`src/hdl/ael_pkg.sv`:
```
// package for the accumulator extension and limiter block
// assumes one core clock; shared by the datapath and its register slave
package ael_pkg;
  localparam int ACC_W = 36;
  localparam int WORD_W = 16;
  localparam int EXT_W = 4;
  localparam int SIGN_BIT = 35;
  localparam int UPPER_MSB = 31;
  localparam int ADDR_W = 5;

  // byte offsets on the register bus
  localparam logic [4:0] OFS_STATUS = 5'h00;
  localparam logic [4:0] OFS_MASK = 5'h04;
  localparam logic [4:0] OFS_ACC_A_LO = 5'h08;
  localparam logic [4:0] OFS_ACC_A_EXT = 5'h0c;
  localparam logic [4:0] OFS_ACC_B_LO = 5'h10;
  localparam logic [4:0] OFS_ACC_B_EXT = 5'h14;
  localparam logic [4:0] OFS_X0 = 5'h18;

  // status bit positions
  localparam int ST_EXT = 0;
  localparam int ST_OVF = 1;
  localparam int ST_LIM = 2;
  localparam int ST_W = 3;

  localparam logic [2:0] RST_STATUS = 3'h0;
  localparam logic [2:0] RST_MASK = 3'h0;
  localparam logic [35:0] RST_ACC = 36'h0;
  localparam logic [15:0] RST_WORD = 16'h0000;
  localparam logic [15:0] FULL_POS = 16'h7fff;
  localparam logic [15:0] FULL_NEG = 16'h8000;
  localparam logic [15:0] LOW_CLEAR = 16'h0000;

  typedef enum logic [3:0] {
    OP_READ, OP_WRITE, OP_XFER, OP_ACCUM,
    OP_BF_CLR, OP_BF_SET, OP_BF_CHG, OP_BF_TST, OP_BR_SET
  } ael_op_e;

  typedef enum logic [3:0] {
    SEL_A, SEL_B, SEL_A_EXT, SEL_A_UP, SEL_A_LO,
    SEL_B_EXT, SEL_B_UP, SEL_B_LO, SEL_X0
  } ael_sel_e;

  typedef struct packed {
    ael_op_e op;
    ael_sel_e src;
    ael_sel_e dst;
    logic [15:0] data;
    logic [31:0] addend;
  } ael_cmd_s;

  typedef struct packed {
    logic valid;
    logic [15:0] data;
    logic bit_true;
  } ael_rsp_s;
endpackage : ael_pkg
```
`src/hdl/ael_limiter.sv`:
```
// accumulator pair with extension detection, data limiter and status flags
// assumes the core issues one command per cycle on cmd_valid_i and reads the
// answer one cycle later; software reaches status over avalon-mm
// Function
// RQ1: accumulation crossing bit 31 sets the extension-in-use flag.
// RQ2: sign lost beyond the 4-bit extension sets the overflow flag.
// RQ3: extension-in-use decides saturation of whole-accumulator reads and transfers.
// RQ4: saturation changes only the transferred value unless source is destination.
// RQ5: saturated value is 7fff or 8000 by accumulator sign.
// RQ6: any limited transfer sets the limit flag, which stays latched.
// RQ7: only whole-accumulator sources are limited; portions bypass the limiter.
// RQ8: word written to whole accumulator: upper gets word, lower zero, extension signed.
// RQ9: storing the upper word passes bits unchanged, never saturated.
// RQ10: bit-field ops read through the limiter, modify, write back.
// RQ11: bit tests and branch-on-bit never modify any accumulator portion.
// RQ12: upper word moved to whole accumulator sign-extends, zero lower, no limiting.
// RQ13: whole-to-whole move passes the limiter, then sign-extends into destination.
// RQ14: extension read fills bits 15 to 4 with its sign.
// RQ15: a portion write leaves the other two portions unchanged.
// RQ16: saturation sign follows bit 35.
// RQ17: extension-in-use means bits 35 to 31 are not all equal.
//
// The Avalon-MM register port and the register offsets are this design's own decisions.
`timescale 1ns/1ps
module ael_limiter (
  input wire logic clk_sys_i,
  input wire logic nrst_i,
  input wire logic cmd_valid_i,
  input wire ael_pkg::ael_cmd_s cmd_i,
  output ael_pkg::ael_rsp_s rsp_o,
  output logic irq_o,
  input wire logic [4:0] avs_address_i,
  input wire logic avs_read_i,
  input wire logic avs_write_i,
  input wire logic [31:0] avs_writedata_i,
  output logic [31:0] avs_readdata_o,
  output logic avs_waitrequest_o
);
  logic [35:0] acc_reg [2];
  logic [35:0] acc_next [2];
  logic [15:0] x0_reg;
  logic [15:0] x0_next;
  logic [2:0] status_reg;
  logic [2:0] status_next;
  logic [2:0] mask_reg;
  ael_pkg::ael_rsp_s rsp_reg;
  logic ack_reg;
  logic [31:0] rdata_reg;
  logic [2:0] snap_reg;

  // bit 31 and the extension disagree: the upper word alone cannot hold the value
  function automatic logic in_use(input logic [35:0] v);
    return !((&v[35:31]) || !(|v[35:31])); // RQ17
  endfunction : in_use

  function automatic logic [15:0] limit(input logic [35:0] v);
    if (in_use(v)) begin // RQ3
      return v[ael_pkg::SIGN_BIT] ? ael_pkg::FULL_NEG : ael_pkg::FULL_POS; // RQ5 RQ16
    end
    return v[31:16];
  endfunction : limit

  function automatic logic is_whole(input ael_pkg::ael_sel_e s);
    return (s == ael_pkg::SEL_A) || (s == ael_pkg::SEL_B);
  endfunction : is_whole

  function automatic logic acc_idx(input ael_pkg::ael_sel_e s);
    return (s == ael_pkg::SEL_B) || (s == ael_pkg::SEL_B_EXT) || (s == ael_pkg::SEL_B_UP) ||
      (s == ael_pkg::SEL_B_LO);
  endfunction : acc_idx

  function automatic logic [15:0] portion(input logic [35:0] v, input ael_pkg::ael_sel_e s);
    unique case (s)
      ael_pkg::SEL_A, ael_pkg::SEL_B: return limit(v); // RQ7
      ael_pkg::SEL_A_EXT, ael_pkg::SEL_B_EXT: return {{12{v[35]}}, v[35:32]}; // RQ14
      ael_pkg::SEL_A_UP, ael_pkg::SEL_B_UP: return v[31:16]; // RQ9
      default: return v[15:0];
    endcase
  endfunction : portion

  function automatic logic [35:0] put(input logic [35:0] v, input ael_pkg::ael_sel_e s, input logic [15:0] d);
    unique case (s)
      ael_pkg::SEL_A, ael_pkg::SEL_B: return {{4{d[15]}}, d, ael_pkg::LOW_CLEAR}; // RQ8 RQ12
      ael_pkg::SEL_A_EXT, ael_pkg::SEL_B_EXT: return {d[3:0], v[31:0]}; // RQ15
      ael_pkg::SEL_A_UP, ael_pkg::SEL_B_UP: return {v[35:32], d, v[15:0]}; // RQ15
      default: return {v[35:16], d};
    endcase
  endfunction : put

  // read side of every command
  logic [35:0] rd_acc;
  logic [15:0] rd_val;
  logic rd_lim;
  logic [15:0] bf_val;
  logic is_bf;
  logic is_test;
  logic reads_src;
  logic wr_en;
  ael_pkg::ael_sel_e wr_sel;
  logic [15:0] wr_data;
  logic [35:0] add_acc;
  logic [36:0] sum;
  logic acc_en;
  logic ovf_evt;
  logic ext_evt;
  logic lim_evt;

  assign rd_acc = acc_reg[acc_idx(cmd_i.src)];
  assign rd_val = (cmd_i.src == ael_pkg::SEL_X0) ? x0_reg : portion(rd_acc, cmd_i.src);
  assign rd_lim = is_whole(cmd_i.src) && in_use(rd_acc); // RQ3 RQ7
  assign is_bf = (cmd_i.op == ael_pkg::OP_BF_CLR) || (cmd_i.op == ael_pkg::OP_BF_SET) ||
    (cmd_i.op == ael_pkg::OP_BF_CHG);
  assign is_test = (cmd_i.op == ael_pkg::OP_BF_TST) || (cmd_i.op == ael_pkg::OP_BR_SET);
  assign reads_src = (cmd_i.op == ael_pkg::OP_READ) || (cmd_i.op == ael_pkg::OP_XFER) || is_bf || is_test;

  always_comb begin
    unique case (cmd_i.op)
      ael_pkg::OP_BF_CLR: bf_val = rd_val & ~cmd_i.data;
      ael_pkg::OP_BF_SET: bf_val = rd_val | cmd_i.data;
      default: bf_val = rd_val ^ cmd_i.data;
    endcase
  end

  // only writes, moves and bit-field ops use this write path; accumulation has its own, tests have none
  always_comb begin
    wr_en = 1'b0;
    wr_sel = cmd_i.dst;
    wr_data = cmd_i.data;
    if (cmd_valid_i) begin
      if (cmd_i.op == ael_pkg::OP_WRITE) begin
        wr_en = 1'b1;
      end else if (cmd_i.op == ael_pkg::OP_XFER) begin
        wr_en = 1'b1; // RQ4 RQ12 RQ13
        wr_data = rd_val;
      end else if (is_bf) begin
        wr_en = 1'b1; // RQ10
        wr_sel = cmd_i.src;
        wr_data = bf_val;
      end
    end
  end

  // accumulation: 32-bit product-sum sign-extended and added unshifted at bits 31 to 0
  assign add_acc = acc_reg[acc_idx(cmd_i.dst)];
  assign sum = {add_acc[35], add_acc} + {{5{cmd_i.addend[31]}}, cmd_i.addend};
  assign acc_en = cmd_valid_i && (cmd_i.op == ael_pkg::OP_ACCUM) && is_whole(cmd_i.dst);
  assign ext_evt = acc_en && in_use(sum[35:0]); // RQ1
  assign ovf_evt = acc_en && (sum[36] != sum[35]); // RQ2
  assign lim_evt = cmd_valid_i && reads_src && rd_lim; // RQ6

  always_comb begin
    x0_next = x0_reg;
    for (int i = 0; i < 2; i++) begin
      acc_next[i] = acc_reg[i];
      if (acc_en && (acc_idx(cmd_i.dst) == 1'(i))) begin
        acc_next[i] = sum[35:0];
      end else if (wr_en && (wr_sel != ael_pkg::SEL_X0) && (acc_idx(wr_sel) == 1'(i))) begin
        acc_next[i] = put(acc_reg[i], wr_sel, wr_data); // RQ11
      end
    end
    if (wr_en && (wr_sel == ael_pkg::SEL_X0)) begin
      x0_next = wr_data;
    end
  end

  always_ff @(posedge clk_sys_i) begin
    if (!nrst_i) begin
      acc_reg[0] <= ael_pkg::RST_ACC;
      acc_reg[1] <= ael_pkg::RST_ACC;
    end else begin
      acc_reg[0] <= acc_next[0];
      acc_reg[1] <= acc_next[1];
    end
  end

  always_ff @(posedge clk_sys_i) begin
    if (!nrst_i) begin
      x0_reg <= ael_pkg::RST_WORD;
    end else begin
      x0_reg <= x0_next;
    end
  end

  // answer to the core, one cycle after the command
  always_ff @(posedge clk_sys_i) begin
    if (!nrst_i) begin
      rsp_reg <= '0;
    end else begin
      rsp_reg.valid <= cmd_valid_i && ((cmd_i.op == ael_pkg::OP_READ) || is_test);
      // data and bit_true hold between commands; valid stays high for one cycle only
      if (cmd_valid_i) begin
        rsp_reg.data <= rd_val;
        rsp_reg.bit_true <= is_test && ((rd_val & cmd_i.data) == cmd_i.data);
      end
    end
  end
  assign rsp_o = rsp_reg;

  // register slave: one wait cycle, data captured before the accept edge
  logic bus_req;
  logic bus_take;
  logic st_clr;
  assign bus_req = avs_read_i || avs_write_i;
  assign bus_take = bus_req && ack_reg;
  assign avs_waitrequest_o = bus_req && !ack_reg;
  assign avs_readdata_o = rdata_reg;
  assign st_clr = bus_take && avs_read_i && (avs_address_i == ael_pkg::OFS_STATUS);

  always_ff @(posedge clk_sys_i) begin
    if (!nrst_i) begin
      ack_reg <= 1'b0;
    end else begin
      ack_reg <= bus_req && !ack_reg;
    end
  end

  // read data is captured in the wait cycle so that it stands at the accept edge
  always_ff @(posedge clk_sys_i) begin
    if (!nrst_i) begin
      rdata_reg <= 32'h0;
      snap_reg <= ael_pkg::RST_STATUS;
    end else begin
      if (bus_req && !ack_reg) begin
        snap_reg <= status_reg;
        unique case (avs_address_i)
          ael_pkg::OFS_STATUS: rdata_reg <= {29'h0, status_reg};
          ael_pkg::OFS_MASK: rdata_reg <= {29'h0, mask_reg};
          ael_pkg::OFS_ACC_A_LO: rdata_reg <= acc_reg[0][31:0];
          ael_pkg::OFS_ACC_A_EXT: rdata_reg <= {28'h0, acc_reg[0][35:32]};
          ael_pkg::OFS_ACC_B_LO: rdata_reg <= acc_reg[1][31:0];
          ael_pkg::OFS_ACC_B_EXT: rdata_reg <= {28'h0, acc_reg[1][35:32]};
          ael_pkg::OFS_X0: rdata_reg <= {16'h0, x0_reg};
          default: rdata_reg <= 32'h0;
        endcase
      end
    end
  end

  always_ff @(posedge clk_sys_i) begin
    if (!nrst_i) begin
      mask_reg <= ael_pkg::RST_MASK;
    end else if (bus_take && avs_write_i && (avs_address_i == ael_pkg::OFS_MASK)) begin
      mask_reg <= avs_writedata_i[2:0];
    end
  end

  // only bits already shown to software are cleared; a new event wins
  always_comb begin
    status_next = status_reg & ~(st_clr ? snap_reg : 3'h0);
    status_next[ael_pkg::ST_EXT] = status_next[ael_pkg::ST_EXT] | ext_evt; // RQ1
    status_next[ael_pkg::ST_OVF] = status_next[ael_pkg::ST_OVF] | ovf_evt; // RQ2
    status_next[ael_pkg::ST_LIM] = status_next[ael_pkg::ST_LIM] | lim_evt; // RQ6
  end

  always_ff @(posedge clk_sys_i) begin
    if (!nrst_i) begin
      status_reg <= ael_pkg::RST_STATUS;
    end else begin
      status_reg <= status_next;
    end
  end
  assign irq_o = |(status_reg & mask_reg);

  ext_flag_a: assert property (@(posedge clk_sys_i) disable iff (!nrst_i) // RQ1
    ext_evt |=> status_reg[ael_pkg::ST_EXT]) else $error("extension flag not set");
  ovf_flag_a: assert property (@(posedge clk_sys_i) disable iff (!nrst_i) // RQ2
    acc_en && (add_acc[35] == cmd_i.addend[31]) && (sum[35] != add_acc[35])
    |=> status_reg[ael_pkg::ST_OVF]) else $error("overflow flag not set");
  sat_value_a: assert property (@(posedge clk_sys_i) disable iff (!nrst_i) // RQ5
    cmd_valid_i && (cmd_i.op == ael_pkg::OP_READ) && is_whole(cmd_i.src) && (rd_acc[35:31] != 5'h0) &&
    (rd_acc[35:31] != 5'h1f) |=> rsp_o.valid && (rsp_o.data == ($past(rd_acc[35]) ? 16'h8000 : 16'h7fff)))
    else $error("wrong saturated value");
  no_sat_a: assert property (@(posedge clk_sys_i) disable iff (!nrst_i) // RQ3
    cmd_valid_i && (cmd_i.op == ael_pkg::OP_READ) && is_whole(cmd_i.src) && !rd_lim
    |=> rsp_o.data == $past(rd_acc[31:16])) else $error("unneeded saturation");
  upper_raw_a: assert property (@(posedge clk_sys_i) disable iff (!nrst_i) // RQ9
    cmd_valid_i && (cmd_i.op == ael_pkg::OP_READ) && (cmd_i.src == ael_pkg::SEL_A_UP)
    |=> rsp_o.data == $past(acc_reg[0][31:16])) else $error("upper word altered");
  src_keep_a: assert property (@(posedge clk_sys_i) disable iff (!nrst_i) // RQ4
    cmd_valid_i && (cmd_i.op == ael_pkg::OP_XFER) && (cmd_i.src == ael_pkg::SEL_A) &&
    (cmd_i.dst == ael_pkg::SEL_X0) |=> $stable(acc_reg[0]) && (x0_reg == limit($past(acc_reg[0]))))
    else $error("source accumulator changed");
  whole_write_a: assert property (@(posedge clk_sys_i) disable iff (!nrst_i) // RQ8
    cmd_valid_i && (cmd_i.op == ael_pkg::OP_WRITE) && (cmd_i.dst == ael_pkg::SEL_B)
    |=> acc_reg[1] == {{4{$past(cmd_i.data[15])}}, $past(cmd_i.data), 16'h0000})
    else $error("whole write wrong");
  lim_latch_a: assert property (@(posedge clk_sys_i) disable iff (!nrst_i) // RQ6
    lim_evt ##1 !st_clr |=> status_reg[ael_pkg::ST_LIM]) else $error("limit flag not latched");
  test_keep_a: assert property (@(posedge clk_sys_i) disable iff (!nrst_i) // RQ11
    cmd_valid_i && is_test |=> $stable(acc_reg[0]) && $stable(acc_reg[1])) else $error("test modified accumulator");
  ext_read_a: assert property (@(posedge clk_sys_i) disable iff (!nrst_i) // RQ14
    cmd_valid_i && (cmd_i.op == ael_pkg::OP_READ) && (cmd_i.src == ael_pkg::SEL_B_EXT)
    |=> (rsp_o.data[3:0] == $past(acc_reg[1][35:32])) && (rsp_o.data[15:4] == {12{rsp_o.data[3]}}))
    else $error("extension read not sign filled");
  portion_keep_a: assert property (@(posedge clk_sys_i) disable iff (!nrst_i) // RQ15
    cmd_valid_i && (cmd_i.op == ael_pkg::OP_WRITE) && (cmd_i.dst == ael_pkg::SEL_A_LO)
    |=> acc_reg[0][35:16] == $past(acc_reg[0][35:16])) else $error("portion write spilled");
  bus_wait_a: assert property (@(posedge clk_sys_i) disable iff (!nrst_i)
    bus_req && !ack_reg |=> !(avs_read_i || avs_write_i) || !avs_waitrequest_o) else $error("waitrequest stuck");

  // move, read and bit-field paths, flag set and clear
  lim_set_a: assert property (@(posedge clk_sys_i) disable iff (!nrst_i) // RQ6
    lim_evt
    |=> status_reg[ael_pkg::ST_LIM])
    else $error("limit flag not set");
  part_bypass_a: assert property (@(posedge clk_sys_i) disable iff (!nrst_i) // RQ7
    cmd_valid_i && (cmd_i.op == ael_pkg::OP_READ) && (cmd_i.src == ael_pkg::SEL_B_UP)
    |=> rsp_o.data == $past(acc_reg[1][31:16]))
    else $error("portion read limited");
  bf_whole_a: assert property (@(posedge clk_sys_i) disable iff (!nrst_i) // RQ10
    cmd_valid_i && (cmd_i.op == ael_pkg::OP_BF_CLR) && (cmd_i.src == ael_pkg::SEL_A)
    |=> (acc_reg[0][15:0] == 16'h0000) && ((acc_reg[0][31:16] & $past(cmd_i.data)) == 16'h0000))
    else $error("bit clear on whole accumulator wrong");
  up_move_a: assert property (@(posedge clk_sys_i) disable iff (!nrst_i) // RQ12
    cmd_valid_i && (cmd_i.op == ael_pkg::OP_XFER) && (cmd_i.src == ael_pkg::SEL_A_UP) &&
    (cmd_i.dst == ael_pkg::SEL_B)
    |=> acc_reg[1] == {{4{$past(acc_reg[0][31])}}, $past(acc_reg[0][31:16]), 16'h0000})
    else $error("upper move not sign extended");
  whole_move_a: assert property (@(posedge clk_sys_i) disable iff (!nrst_i) // RQ13
    cmd_valid_i && (cmd_i.op == ael_pkg::OP_XFER) && (cmd_i.src == ael_pkg::SEL_A) &&
    (cmd_i.dst == ael_pkg::SEL_A)
    |=> (acc_reg[0][15:0] == 16'h0000) && (acc_reg[0][35:32] == {4{acc_reg[0][31]}}))
    else $error("whole move not sign extended");
  sat_sign_a: assert property (@(posedge clk_sys_i) disable iff (!nrst_i) // RQ16
    cmd_valid_i && (cmd_i.op == ael_pkg::OP_XFER) && (cmd_i.dst == ael_pkg::SEL_X0) && rd_lim
    |=> x0_reg == ($past(rd_acc[35]) ? ael_pkg::FULL_NEG : ael_pkg::FULL_POS))
    else $error("saturation sign wrong");
  ext_detect_a: assert property (@(posedge clk_sys_i) disable iff (!nrst_i) // RQ17
    acc_en && (sum[35:32] != {4{sum[31]}})
    |=> status_reg[ael_pkg::ST_EXT])
    else $error("extension in use missed");
  no_lim_a: assert property (@(posedge clk_sys_i) disable iff (!nrst_i) // RQ17
    cmd_valid_i && is_whole(cmd_i.src) && (rd_acc[35:32] == {4{rd_acc[31]}})
    |-> !lim_evt)
    else $error("limited without extension in use");
  clear_read_a: assert property (@(posedge clk_sys_i) disable iff (!nrst_i)
    st_clr && snap_reg[ael_pkg::ST_EXT] && !ext_evt
    |=> !status_reg[ael_pkg::ST_EXT])
    else $error("extension flag not cleared by read");
  same_wb_a: assert property (@(posedge clk_sys_i) disable iff (!nrst_i) // RQ4
    cmd_valid_i && (cmd_i.op == ael_pkg::OP_XFER) && (cmd_i.src == ael_pkg::SEL_A) &&
    (cmd_i.dst == ael_pkg::SEL_A) && rd_lim
    |=> acc_reg[0][31:16] == ($past(acc_reg[0][35]) ? ael_pkg::FULL_NEG : ael_pkg::FULL_POS))
    else $error("limited value not written back");
  bf_part_a: assert property (@(posedge clk_sys_i) disable iff (!nrst_i) // RQ7
    cmd_valid_i && (cmd_i.op == ael_pkg::OP_BF_SET) && (cmd_i.src == ael_pkg::SEL_A_UP)
    |=> (acc_reg[0][31:16] == ($past(acc_reg[0][31:16]) | $past(cmd_i.data))) &&
    (acc_reg[0][35:32] == $past(acc_reg[0][35:32])) && (acc_reg[0][15:0] == $past(acc_reg[0][15:0])))
    else $error("bit set on upper word spilled");
endmodule : ael_limiter

```
`config.mk`:
```
export PLATFORM = sky130hd
export DESIGN_NAME = ael_limiter
export DESIGN_NICKNAME = d
export VERILOG_FILES = /design/src/hdl/ael_pkg.sv /design/src/hdl/ael_limiter.sv
export SDC_FILE = /design/constraint.sdc
export NUM_CORES = 1
export LEC_CHECK = 0
export BUFFER_PORTS_ARGS = -buffer_cell sky130_fd_sc_hd__buf_2
export CORE_ASPECT_RATIO = 0.9
export CORE_MARGIN = 1.5
export CORE_UTILIZATION = 35
export DETAILED_ROUTE_END_ITERATION = 10
export HOLD_SLACK_MARGIN = 0.06
export PLACE_DENSITY = 0.62
export SLEW_MARGIN = 20
export SYNTH_ARGS = -nofsm -noshare
export SYNTH_HDL_FRONTEND = slang
export SYNTH_SLANG_ARGS = --single-unit
```
`constraint.sdc`:
```
create_clock -name clk_sys_i -period 5.35 [get_ports clk_sys_i]
set_input_delay 0.2675 -clock clk_sys_i [delete_from_list [all_inputs] [get_ports clk_sys_i]]
set_output_delay 0.2675 -clock clk_sys_i [all_outputs]
set_load 0.005 [all_outputs]
```
==> impl_metrics.ini <==
[floorplan]
start_util_pct = 35.8
core-area_sq_um = 31100
die_w_um = 191
std_cell_rows = 61
die_area_sq_um = 32800
ios = 154
dieHeight_um = 172

[drt]
initialDrtViolationCount = 1571
drc = 0
firstDrtPassIters = 7
avgViaCountPerCell = 6.15
num_vias = 12000
postRouteAntennaNets = 0
avgRoutedWirePerCell_um = 22.2
wl_um = 43500

[global_route]
first_global_vias = 10700
antenna_found_initial = 0
grt_pass1_wl_um = 64700
grt-ovfl-total = 0
grt_max_degree = 58
grt_usage_pct = 26.1

[clock_network]
cts_tree = built
ctsLongestPathBuffers = 2
post_cts_buffers = 0
cts_root_buffer = clkbuf_16
cts_made_buffers = 17
postCtsHoldBufs = 0
insertion_delay_ns = 0.44
htree_levels = 4
cts_sinks = 148
clkSlewWorstSetupHoldPaths_ns = 0.07
cts_resized = 0

[cells_and_area]
most-common-layout-cells = 172 x nor2_1, 148 x dfxtp_1, 134 x a21oi_1, 133 x nand2_1, 124 x buf_2
antenna_cells = 0
final_nets = 1690
final_common_cell = nor2_1
largest_reg_flops = 72
fin_util_pct = 40.9
drive_gt1_share_pct = 18.8
syn2layout_area_growth_pct = 14.2

[worst_setup_path]
critPathArrivalTime_ns = 4.63
startpoint = acc_reg[0][35]$_SDFFE_PN0P_
required_ns = 5.71
endpoint_kind = register
r2r-start = acc_reg[0][35]$_SDFFE_PN0P_
rrSetupSlack_ns = 1.08
worstPathMaxFanout = 14
endpoint = acc_reg[0][9]$_SDFFE_PN0P_
r2r_end = acc_reg[0][9]$_SDFFE_PN0P_
path_class = reg2reg
start_kind = register
reg2reg_depth = 14

[timing]
worst_pin_slew_ns = 1.09
fin_crit_sh_pct = 79.8
relSlewSlack_pct = 26.9
fin_crit_ns = 4.27
whs_ns = 0.0620
setup_viol = 0
finalHoldViolCount = 0
tns_ns = 0
drv_slew = 0
rsz0062_at_grt = false
clock.fmax_mhz = 234
setup_slack_ns = 1.08
skew_ns = 0.00873

[worst_hold_path]
hold_depth = 3
min_path_type = in2reg

[yosys]
yosys_register_bits = 148
synthArstFlopShare_pct = 0
avgSynthCellArea_sq_um = 7.62
synth.yosys.seq_area_share_pct = 26.7
synth_cell_types = 86
postSynthCellCount = 1458
synthFlopType = dfxtp_1
syn_nets = 1613
syn_area_sq_um = 11100
synth_edf_count = 0
synth_warnings = 0

[run_status]
status = complete, no violations

[placement]
dp_hpwl_um = 32600
place_congestion = 0.973
place_ws_ns = 0.907
io_buffers = 124

[power_and_ir_drop]
peakVddDrop_uv = 213
power_mw = 2.99
power.density_nw_per_um2 = 236
leakage_nw = 5.07

[flow_run]
maxCapViolations = 0
[cells by family (layout without fill, tap and decap cells)]
group,count (synthesis),in the layout,share of synthesized area [%]
adder cells (fa/ha/maj),53,53,6.03
AND/OR/NAND/NOR,472,472,19.5
buffers and inverters,152,242,5.54
multiplexers,96,96,9.33
AO/OA/AOI/OAI,511,511,30.9
XOR/XNOR,26,26,2.05
flip-flops,148,148,26.7
[layer usage]
layer / global-route usage [%] / share of wire (%)
met2: 37.4 / 41
met1: 37.2 / 44
met4: 12.5 / 4.2
met5: 0 / 0
met3: 5.13 / 11
[worst max-delay path: stages (launching register included)]
cell	delay, ns
dfxtp_1	0.60
mux2i_1	0.22
a21oi_1	0.16
a311o_1	0.61
o211ai_2	0.17
a21boi_1	0.41
inv_1	0.09
ha_1	0.28
mux2_2	0.26
o221ai_1	0.18
a21oi_1	0.08
a311oi_2	0.62
nand2_1	0.20
o21a_1	0.16
a21oi_1	0.14
[through the flow]
stage,std cells,instance area [sq um]
after global routing,1957,12700
after floorplan,1458,11100
after CTS,1957,12700
after detailed placement,1925,12100
final,1957,12700
after global placement,1925,12100
[report_power, final]
part           switching (mW)  internal (mW)
sequential             0.0293           1.13
clock                   0.530          0.705
combinational           0.394          0.210
[final cells by class]
type,instances,area [sq um]
Inverter,52,195
Clock inverter,13,148
Sequential cell,148,2960
Timing Repair Buffer,158,876
Tap cell,409,512
Clock buffer,19,443
Multi-Input combinational cell,1158,7560
Fill cell,3192,18400
[Yosys cell counts, drive strengths merged (4+ instances only)]
cell	number	area (sq um)
nand3	42	210
mux2i	41	414
or3	10	62.6
a32oi	6	60.1
clkbuf	76	285
a21boi	4	30.0
a21o	19	143
or4	4	30.0
and2	16	100
a222oi	14	140
o31a	10	87.6
a211oi	23	173
o221a	12	135
a21oi	135	679
a31o	6	52.6
nor2b	5	31.3
mux2	55	623
a311oi	4	41.3
nand3b	4	30.0
nor3	18	95.1
nand2b	17	106
nand2	133	499
xor2	11	96.3
a31oi	40	250
o211ai	19	148
and3	9	56.3
nor2	176	668
a22oi	53	403
xnor2	15	131
inv	52	195
o221ai	9	85.1
buf	24	135
o22ai	10	62.6
nor4	4	25.0
or2	11	68.8
o21a	16	120
o21ai	96	480
dfxtp	148	2960
nand4b	4	35.0
nand4	9	56.3
ha	52	651
[worst min path at each step]
stage | endpoint | start | slack, ns
floorplan | mask_reg[0]$_SDFFE_PN0P_ | avs_writedata_i[0] | 0.41
global placement | snap_reg[1]$_SDFFE_PN0P_ | snap_reg[1]$_SDFFE_PN0P_ | 0.44
detailed placement | snap_reg[0]$_SDFFE_PN0P_ | snap_reg[0]$_SDFFE_PN0P_ | 0.46
CTS | mask_reg[1]$_SDFFE_PN0P_ | avs_writedata_i[1] | 0.06
global route | mask_reg[2]$_SDFFE_PN0P_ | avs_writedata_i[2] | 0.09
finish | mask_reg[1]$_SDFFE_PN0P_ | avs_writedata_i[1] | 0.06
(Power assumes the default switching activity.)
